===== src/pkg/gp_pkg.sv =====
// constants, command codes and carriers for the 16-bit gpio port
package gp_pkg;
   localparam int          GP_WIDTH      = 16;
   localparam int          GP_IDX_W      = 4;
   localparam int          GP_BYTE_W     = 8;
   localparam logic [15:0] GP_WIDTH_VAL  = 16'h0010;
   localparam logic [15:0] GP_MASK_VAL   = 16'hFFFF;
   localparam logic [15:0] GP_DIR_RST    = 16'hFFFF;
   localparam logic [15:0] GP_LAT_RST    = 16'h0000;
   localparam logic [15:0] GP_ONE_HOT    = 16'h0001;
   localparam int          GP_SYNC_DEPTH = 3;

   // commands accepted on the request port
   typedef enum logic [3:0] {
      GP_OP_IN_ALL,
      GP_OP_IN_PIN,
      GP_OP_OUT_WR_ALL,
      GP_OP_OUT_WR_PIN,
      GP_OP_OUT_RD_ALL,
      GP_OP_OUT_RD_PIN,
      GP_OP_DATA_WR_ALL,
      GP_OP_DATA_RD_ALL,
      GP_OP_DATA_WR_PIN,
      GP_OP_DATA_RD_PIN,
      GP_OP_DIR_RD_ALL,
      GP_OP_DIR_RD_PIN,
      GP_OP_BUS_WR,
      GP_OP_WIDTH_RD,
      GP_OP_MASK_RD
   } gp_op_t;

   // one request: command, pin or half index, write data
   typedef struct packed {
      gp_op_t                op;
      logic [GP_IDX_W-1:0]   idx;
      logic [GP_WIDTH-1:0]   wdata;
   } gp_req_t;
endpackage


===== src/design/gp_sync.sv =====
// three-flop synchroniser with agreement filter for pin inputs
`timescale 1ns/1ps
`default_nettype none
module gp_sync #(
   parameter int W = 16
) (
   input  wire logic         core_clk,
   input  wire logic         srst,
   input  wire logic [W-1:0] d,
   output var  logic [W-1:0] q
);
   logic [W-1:0] s1_r;
   logic [W-1:0] s2_r;
   logic [W-1:0] s3_r;

   // metastability chain; s1_r feeds only s2_r
   always_ff @(posedge core_clk)
   begin
      if (srst)
      begin
         s1_r <= '0;
         s2_r <= '0;
         s3_r <= '0;
      end
      else
      begin
         s1_r <= d;
         s2_r <= s1_r;
         s3_r <= s2_r;
      end
   end

   // accept a bit change once stages two and three agree
   always_ff @(posedge core_clk)
   begin
      if (srst)
         q <= '0;
      else
      begin
         for (int i = 0; i < W; i++)
            if (s2_r[i] == s3_r[i])
               q[i] <= s3_r[i];
      end
   end
endmodule
`default_nettype wire


===== src/design/gp_port.sv =====
// 16-bit gpio port: direction, output latches, command port
// Functional notes
// pin input read forces pin input, returns level
// whole data write/read equals output/input
// pin data write/read equals pin output/input
// direction readback: 1 input, 0 output
// pin direction readback, no direction change
// byte write: index 0 low, 1 high
// output write drives all; latch read harmless
// width reads 16, mask reads all ones
// whole input read forces all inputs
`timescale 1ns/1ps
`default_nettype none
module gp_port (
   input  wire logic                         core_clk,
   input  wire logic                         srst,
   input  wire logic                         req_valid,
   input  wire gp_pkg::gp_req_t              req,
   output var  logic                         rsp_valid,
   output var  logic [gp_pkg::GP_WIDTH-1:0]  rsp_data,
   input  wire logic [gp_pkg::GP_WIDTH-1:0]  gpio_in,
   output var  logic [gp_pkg::GP_WIDTH-1:0]  gpio_out,
   output var  logic [gp_pkg::GP_WIDTH-1:0]  gpio_oe
);
   import gp_pkg::*;

   logic [GP_WIDTH-1:0] pin_s;
   logic [GP_WIDTH-1:0] dir_r;
   logic [GP_WIDTH-1:0] dir_nxt;
   logic [GP_WIDTH-1:0] lat_nxt;
   logic [GP_WIDTH-1:0] rd_nxt;
   logic                rd_en;
   logic [GP_WIDTH-1:0] bit_sel;

   // pin levels into the core clock
   gp_sync #(.W(GP_WIDTH)) u_sync (
      .core_clk (core_clk),
      .srst     (srst),
      .d        (gpio_in),
      .q        (pin_s)
   );

   assign bit_sel = GP_ONE_HOT << req.idx;

   // decode one command into next direction, latch and answer
   always_comb
   begin
      dir_nxt = dir_r;
      lat_nxt = gpio_out;
      rd_nxt  = '0;
      rd_en   = 1'b0;
      if (req_valid)
      begin
         unique case (req.op)
            GP_OP_IN_ALL, GP_OP_DATA_RD_ALL:
            begin
               dir_nxt = GP_DIR_RST;
               rd_nxt  = pin_s;
               rd_en   = 1'b1;
            end
            GP_OP_IN_PIN, GP_OP_DATA_RD_PIN:
            begin
               dir_nxt = dir_r | bit_sel;
               rd_nxt  = {15'h0000, pin_s[req.idx]};
               rd_en   = 1'b1;
            end
            GP_OP_OUT_WR_ALL, GP_OP_DATA_WR_ALL:
            begin
               dir_nxt = '0;
               lat_nxt = req.wdata;
            end
            GP_OP_OUT_WR_PIN, GP_OP_DATA_WR_PIN:
            begin
               dir_nxt = dir_r & ~bit_sel;
               lat_nxt = req.wdata[0] ? (gpio_out | bit_sel)
                                      : (gpio_out & ~bit_sel);
            end
            GP_OP_OUT_RD_ALL:
            begin
               rd_nxt = gpio_out;
               rd_en  = 1'b1;
            end
            GP_OP_OUT_RD_PIN:
            begin
               rd_nxt = {15'h0000, gpio_out[req.idx]};
               rd_en  = 1'b1;
            end
            GP_OP_DIR_RD_ALL:
            begin
               rd_nxt = dir_r;
               rd_en  = 1'b1;
            end
            GP_OP_DIR_RD_PIN:
            begin
               rd_nxt = {15'h0000, dir_r[req.idx]};
               rd_en  = 1'b1;
            end
            GP_OP_BUS_WR:
            begin
               if (req.idx[0])
               begin
                  lat_nxt[15:8] = req.wdata[7:0];
                  dir_nxt[15:8] = 8'h00;
               end
               else
               begin
                  lat_nxt[7:0] = req.wdata[7:0];
                  dir_nxt[7:0] = 8'h00;
               end
            end
            GP_OP_WIDTH_RD:
            begin
               rd_nxt = GP_WIDTH_VAL;
               rd_en  = 1'b1;
            end
            GP_OP_MASK_RD:
            begin
               rd_nxt = GP_MASK_VAL;
               rd_en  = 1'b1;
            end
            default:
            begin
               rd_nxt = '0;
               rd_en  = 1'b0;
            end
         endcase
      end
   end

   // direction and drive enables, enable high while driving
   always_ff @(posedge core_clk)
   begin
      if (srst)
      begin
         dir_r   <= GP_DIR_RST;
         gpio_oe <= ~GP_DIR_RST;
      end
      else
      begin
         dir_r   <= dir_nxt;
         gpio_oe <= ~dir_nxt;
      end
   end

   // output latches
   always_ff @(posedge core_clk)
   begin
      if (srst)
         gpio_out <= GP_LAT_RST;
      else
         gpio_out <= lat_nxt;
   end

   // read answer, one cycle after the request
   always_ff @(posedge core_clk)
   begin
      if (srst)
      begin
         rsp_valid <= 1'b0;
         rsp_data  <= '0;
      end
      else
      begin
         rsp_valid <= rd_en;
         rsp_data  <= rd_nxt;
      end
   end
endmodule
`default_nettype wire


===== config.mk =====
export PLATFORM = sky130hd
export DESIGN_NAME = gp_port
export DESIGN_NICKNAME = d
export VERILOG_FILES = /design/src/pkg/gp_pkg.sv /design/src/design/gp_sync.sv /design/src/design/gp_port.sv
export SDC_FILE = /design/constraint.sdc
export NUM_CORES = 1
export LEC_CHECK = 0
export BUFFER_PORTS_ARGS = -buffer_cell sky130_fd_sc_hd__buf_2
export CAP_MARGIN = 20
export CORE_MARGIN = 1
export CORE_UTILIZATION = 50
export CTS_BUF_LIST = sky130_fd_sc_hd__clkbuf_4
export DETAILED_ROUTE_END_ITERATION = 8
export MAX_ROUTING_LAYER = met4
export PLACE_DENSITY = 0.7
export SKIP_LAST_GASP = 1
export SLEW_MARGIN = 15
export SYNTH_ARGS = -nofsm -noshare
export SYNTH_HDL_FRONTEND = slang
export SYNTH_SLANG_ARGS = --single-unit
export TNS_END_PERCENT = 1

===== constraint.sdc =====
create_clock -name core_clk -period 2.2 [get_ports core_clk]
set_input_delay 0.22 -clock core_clk [delete_from_list [all_inputs] [get_ports core_clk]]
set_output_delay 0.22 -clock core_clk [all_outputs]
set_load 0.02 [all_outputs]

After elaboration in Yosys (flattened, before gate mapping) --
Index checks and enable logic that the tools add are counted.
Storage, ports and cells: logic and storage cells 92, input bits 43, bits in registers 129, output and inout port bits 49
Cells by class: multiplexer cells 16, bitwise gates (word level) 7, eq/ne operators 32, shift operators 1, order comparisons 1, reduce and logical (&&, ||, !) cells 10
Operators by type and width (count):
- $pmux 16 s8 | 1
- $pmux 16 s5 | 1
- $pmux 16 s3 | 1
- $and 16x16->16 | 2
- $mux 16 | 2
- $mux 8 | 4
- $not 16->16 | 2
- $or 16x16->16 | 2
- $eq 4x4->1 const B | 7
- $eq 1x1->1 | 16
- $eq 4x3->1 const B | 4
- $shl 1x4->16 const A | 1
- $bmux 1 s4 | 3
- $reduce_or 10->1 | 1
- $reduce_or 2->1 | 5
- $eq 4x2->1 const B | 2
- $reduce_and 3->1 | 2
- $lt 4x5->1 const B | 1
- $eq 4x1->1 const B | 1
- $logic_not 4->1 | 1
- $mux 1 | 4
- $ne 2x2->1 const B | 2
- $reduce_bool 3->1 | 1
- $not 1->1 | 1

Logic depth before layout (Yosys ltp) --
word-level depth 6, depth in mapped cells 7, depth with buffers taken out 5

Hierarchy --
From an unflattened synthesis, not the netlist that was laid out.
Second synthesis, totals: cell total of the unflattened synthesis 602, area total of the unflattened synthesis 5760.5 µm²
Modules (own cells, without submodules):
- gp_port | area an instance 3709.8 µm², cells an instance 435, sequential area each 1301.2 µm², times used 1
- gp_sync | area an instance 2050.7 µm², cells an instance 167, sequential area each 1281.2 µm², times used 1

Least setup slack after synthesis --
OpenSTA, ideal clock, no wires.
path kind input-to-reg, start point in req[20] in the netlist's numbering, end point reg gpio_oe[2] in the netlist's numbering, arrival 1.496 ns, path slack 0.589 ns, setup time 0.115 ns, stages 7, data required time 2.085 ns, path buffers 2, cell sequence buf_2 -> or3_1 -> a21o_1 -> a21boi_1 -> buf_4 -> o21ai_1 -> and3_1
On the way: cells in the longest elaborated chain, start to end 5, elaborated cells between the ends (all ways) 16, those cells by class 8 x eq/ne; 2 x mux; 1 x bitwise; 5 x reduce/logical
Ends and longest elaborated chain:
- from (decl) | line gp_port.sv:18 | input wire gp_pkg::gp_req_t req,
- $eq 4x2->1, or another cell as far along | line gp_port.sv:54 | unique case (req.op)
- $reduce_or 2->1 | line gp_port.sv:54
- $pmux 16 s5 (*) | line gp_port.sv:54
- $mux 16 (*) | line gp_port.sv:52 | if (req_valid)
- $not 16->16 (*) | line gp_port.sv:141 | gpio_oe <= ~dir_nxt;
- to (signal assigned) | line gp_port.sv:136 | gpio_oe <= ~GP_DIR_RST;
- to (signal assigned) | line gp_port.sv:141
- to (decl) | line gp_port.sv:23 | output var logic [gp_pkg::GP_WIDTH-1:0] gpio_oe
Every way passes the cells marked *; elsewhere a longest branch is shown, timed or not. A chain may end at the register's enable or synchronous reset.

==> impl_metrics.py <==
metrics = {
    "floorplanning": {
        "die_y_um": 106,
        "io_pins": 92,
        "rows": 37,
        "die-area_sq_um": 11300,
        "start_util_pct": 52.2,
        "die_w_um": 106,
        "coreArea_sq_um": 10500,
    },
    "synth": {
        "yosysWarnings": 0,
        "synth_edf_count": 0,
        "syn_area_per_cell_sq_um": 8.80,
        "synth_ff_type": "dfxtp_1",
        "syn_area_sq_um": 5460,
        "synthCells": 620,
        "synth_cell_types": 54,
        "ys_ff_latch": 129,
        "async_reset_ff_share_pct": 0,
        "yosysSeqAreaShare_pct": 47.3,
        "synth_nets": 663,
    },
    "detailed_routing": {
        "wl_per_cell_um": 18.6,
        "first_pass_iters": 5,
        "drt_wl_total_mm": 16.4,
        "drtAntennaViolNets": 0,
        "vias": 5078,
        "first_iter_violations": 324,
        "drc_errors": 0,
        "vias_per_cell": 5.76,
    },
    "setup_path": {
        "critPathMaxStageDelay_ns": 0.48,
        "worstPathMaxFanout": 3,
        "worstPathCellList": "mux4_2 -> mux2i_1 -> nor2_1 -> a311oi_1 -> a41oi_1",
        "cp_top_family": "multiplexers",
        "crit_buf_inv": 0,
        "worst_setup_path_end_kind": "flip-flop",
        "worstSetupPathType": "flip-flop to flip-flop",
        "cp.required_ns": 2.60,
        "cp-start-kind": "flip-flop",
        "crit_slowest_cell": "mux4_2",
        "arrival_ns": 2.05,
    },
    "grt": {
        "grt_overflow": 0,
        "antenna_found_initial": 0,
        "grt_max_degree": 42,
        "track_usage_pct": 31.2,
        "grt_pass1_wl_mm": 25.9,
        "grt_pass1_vias": 4840,
    },
    "sta": {
        "tightest_slew_ns": 0.745,
        "slew_headroom_pct": 50.4,
        "period_needed_ns": 1.65,
        "setup_violations": 0,
        "fmax_ghz": 0.607,
        "finalMaxSlewViolations": 0,
        "clock-skew-final_ns": 0.0238,
        "tns_ns": 0,
        "worst_slack_ns": 0.552,
        "final-hold-violation-count": 0,
        "rsz0062_at_grt": "no",
        "period_share_pct": 74.9,
    },
    "layout": {
        "fin_nets": 776,
        "fill_cells": 948,
        "synthToLayoutAreaGrowth_pct": 20.3,
        "multi_input_area_sq_um": 2650,
        "register_area_sq_um": 2580,
        "drive_above_1_share_pct": 22.3,
        "final_util_pct": 62.8,
        "antennaDiodeCount": 0,
        "post-route-cell-area_sq_um": 6570,
    },
    "cts": {
        "clock_sinks": 129,
        "clk_latency_ns": 0.54,
        "cts.clk_slew.worst_paths_ns": 0.14,
        "cts_tree": "done",
        "htree_levels": 4,
        "cts_root_buffer": "clkbuf_4",
        "cts_buffers": 17,
        "cts_buffer_depth": 2,
        "post_cts_buffers": 0,
    },
    "pwr": {
        "p_sw_mw": 1.48,
        "p_sw_share_pct": 30.9,
        "power_frac_clock_pct": 34.3,
        "power_density_nw_per_um2": 731,
        "p_int_mw": 3.32,
        "power_mw": 4.80,
        "ir_drop_uv": 514,
        "seqPwrFrac_pct": 52.4,
        "p_leak_nw": 2.63,
        "power_frac_comb_pct": 13.3,
    },
    "placed_design": {
        "io_buffers": 91,
        "dp_hpwl_mm": 11.9,
        "place_ws_ns": 0.176,
        "gp_congestion": 1.01,
        "placed_cell_area_sq_um": 6100,
    },
    "min_path": {
        "min_from": "req[4]",
        "hold_path.class": "input pin to flip-flop",
    },
    "run_status": {
        "status": "finished clean",
    },
    "run": {
        "cap_violations": 0,
    },
}
## timing repair
item / in CTS / in global routing
hold buffers: 17 / 0
endpoints found under the hold margin: 17 / 0
gates resized for setup: 0 / 0
## logic make-up after synthesis
logic type,count (synthesis),synth area share [%]
buffers and inverters,50,4.17
AO/OA/AOI/OAI,214,24.1
multiplexers,15,4.38
AND/OR/NAND/NOR,211,19.9
flip-flops,129,47.3
XOR/XNOR,1,0.160
## stage by stage
stage                     hold WS, ns  cells
after floorplan                 0.348    620
after global placement          0.417    833
after detailed placement        0.425    833
after CTS                     0.00775    882
after global routing           0.0231    882
final                          0.0448    882
## worst paths after layout
kind	to	slack, ns	depth (start not counted)
worst max-delay path	rsp_data[0]	0.55	5
worst min-delay path	gpio_out[4]	0.04	3
worst max register to register	rsp_data[0]	0.55	5
worst min register to register	u_sync.s2_r[12]	0.45	1
## power groups by stage
stage	clock network, mW	logic [mW]	registers [mW]
floorplan	0	0.348	2.59
global placement	0	0.596	2.56
detailed placement	0	0.605	2.56
CTS	1.68	0.630	2.51
global route	1.80	0.692	2.52
finish	1.65	0.639	2.51
## per-layer routing
layer	share of wire, %	vias to the layer above	track usage [%]
li1	-	2447	-
met1	46	2377	42.9
met2	45	230	47.0
met3	7.8	24	5.46
met4	1.9	0	9.49
met5	0	-	-
## cells in the final DEF (no fill, tap or decap), types with 3 or more instances in the layout
cell type,instances
or2_1,3
or3_1,8
and2_1,5
o21ai_0,45
inv_8,5
a22oi_1,8
a21boi_1,3
nand3_1,19
a21o_1,11
a221oi_1,7
mux4_2,7
nand2_1,54
clkbuf_4,17
a211oi_1,7
and3_1,4
o21ai_1,24
buf_2,91
a2111oi_0,5
dlygate4sd3_1,17
nor2b_1,57
o2111ai_1,4
mux2i_1,7
o211ai_1,3
nor3_1,5
a21oi_1,71
a221o_1,7
nand2b_1,6
buf_4,30
nor2_1,38
dfxtp_1,129
inv_6,5
inv_1,6
## area by class of cell
| cell class | count | share of cell area, % |
|---|---|---|
| multi-input cells | 441 | 40.3 |
| flip-flops and latches | 129 | 39.3 |
| repair buffers | 138 | 13.0 |
| well taps | 136 | 2.59 |
| clock inverters | 15 | 2.53 |
| clock buffers | 17 | 1.94 |
| inverters | 6 | 0.343 |
## worst register-to-register path, cell delays in order (launching register included)
cell and delay, ns:
dfxtp_1 0.38, mux4_2 0.48, mux2i_1 0.17, nor2_1 0.06, a311oi_1 0.27, a41oi_1 0.15
## cell usage after synthesis (2+ instances only)
cell / instances / area share, %
a2111oi_0: 5 / 0.80
o311a_1: 2 / 0.37
nand3b_1: 2 / 0.27
nand2b_1: 6 / 0.69
o21bai_1: 2 / 0.27
nor2b_1: 57 / 6.5
and2_1: 5 / 0.57
o211ai_1: 3 / 0.41
nor3_1: 5 / 0.46
o211a_1: 2 / 0.37
a221o_1: 7 / 1.3
a21boi_1: 3 / 0.41
mux2i_1: 7 / 1.3
nand2_1: 54 / 3.7
nor2_1: 38 / 2.6
dfxtp_1: 129 / 47
buf_4: 5 / 0.69
inv_1: 6 / 0.41
or3_1: 8 / 0.92
mux4_2: 7 / 2.9
a21oi_1: 71 / 6.5
or3b_1: 2 / 0.32
a22oi_1: 8 / 1.1
o311ai_1: 2 / 0.32
or2_1: 3 / 0.34
nand3_1: 19 / 1.7
o21a_1: 2 / 0.27
o21ai_0: 45 / 4.1
o2111ai_1: 4 / 0.64
o21ai_1: 24 / 2.2
clkbuf_1: 21 / 1.4
a21oi_2: 2 / 0.32
a221oi_1: 7 / 1.1
buf_2: 17 / 1.6
a21o_1: 11 / 1.5
and3_1: 4 / 0.46
a311oi_1: 2 / 0.32
a211oi_1: 7 / 0.96
No activity file was read; power rests on OpenSTA's default activity.
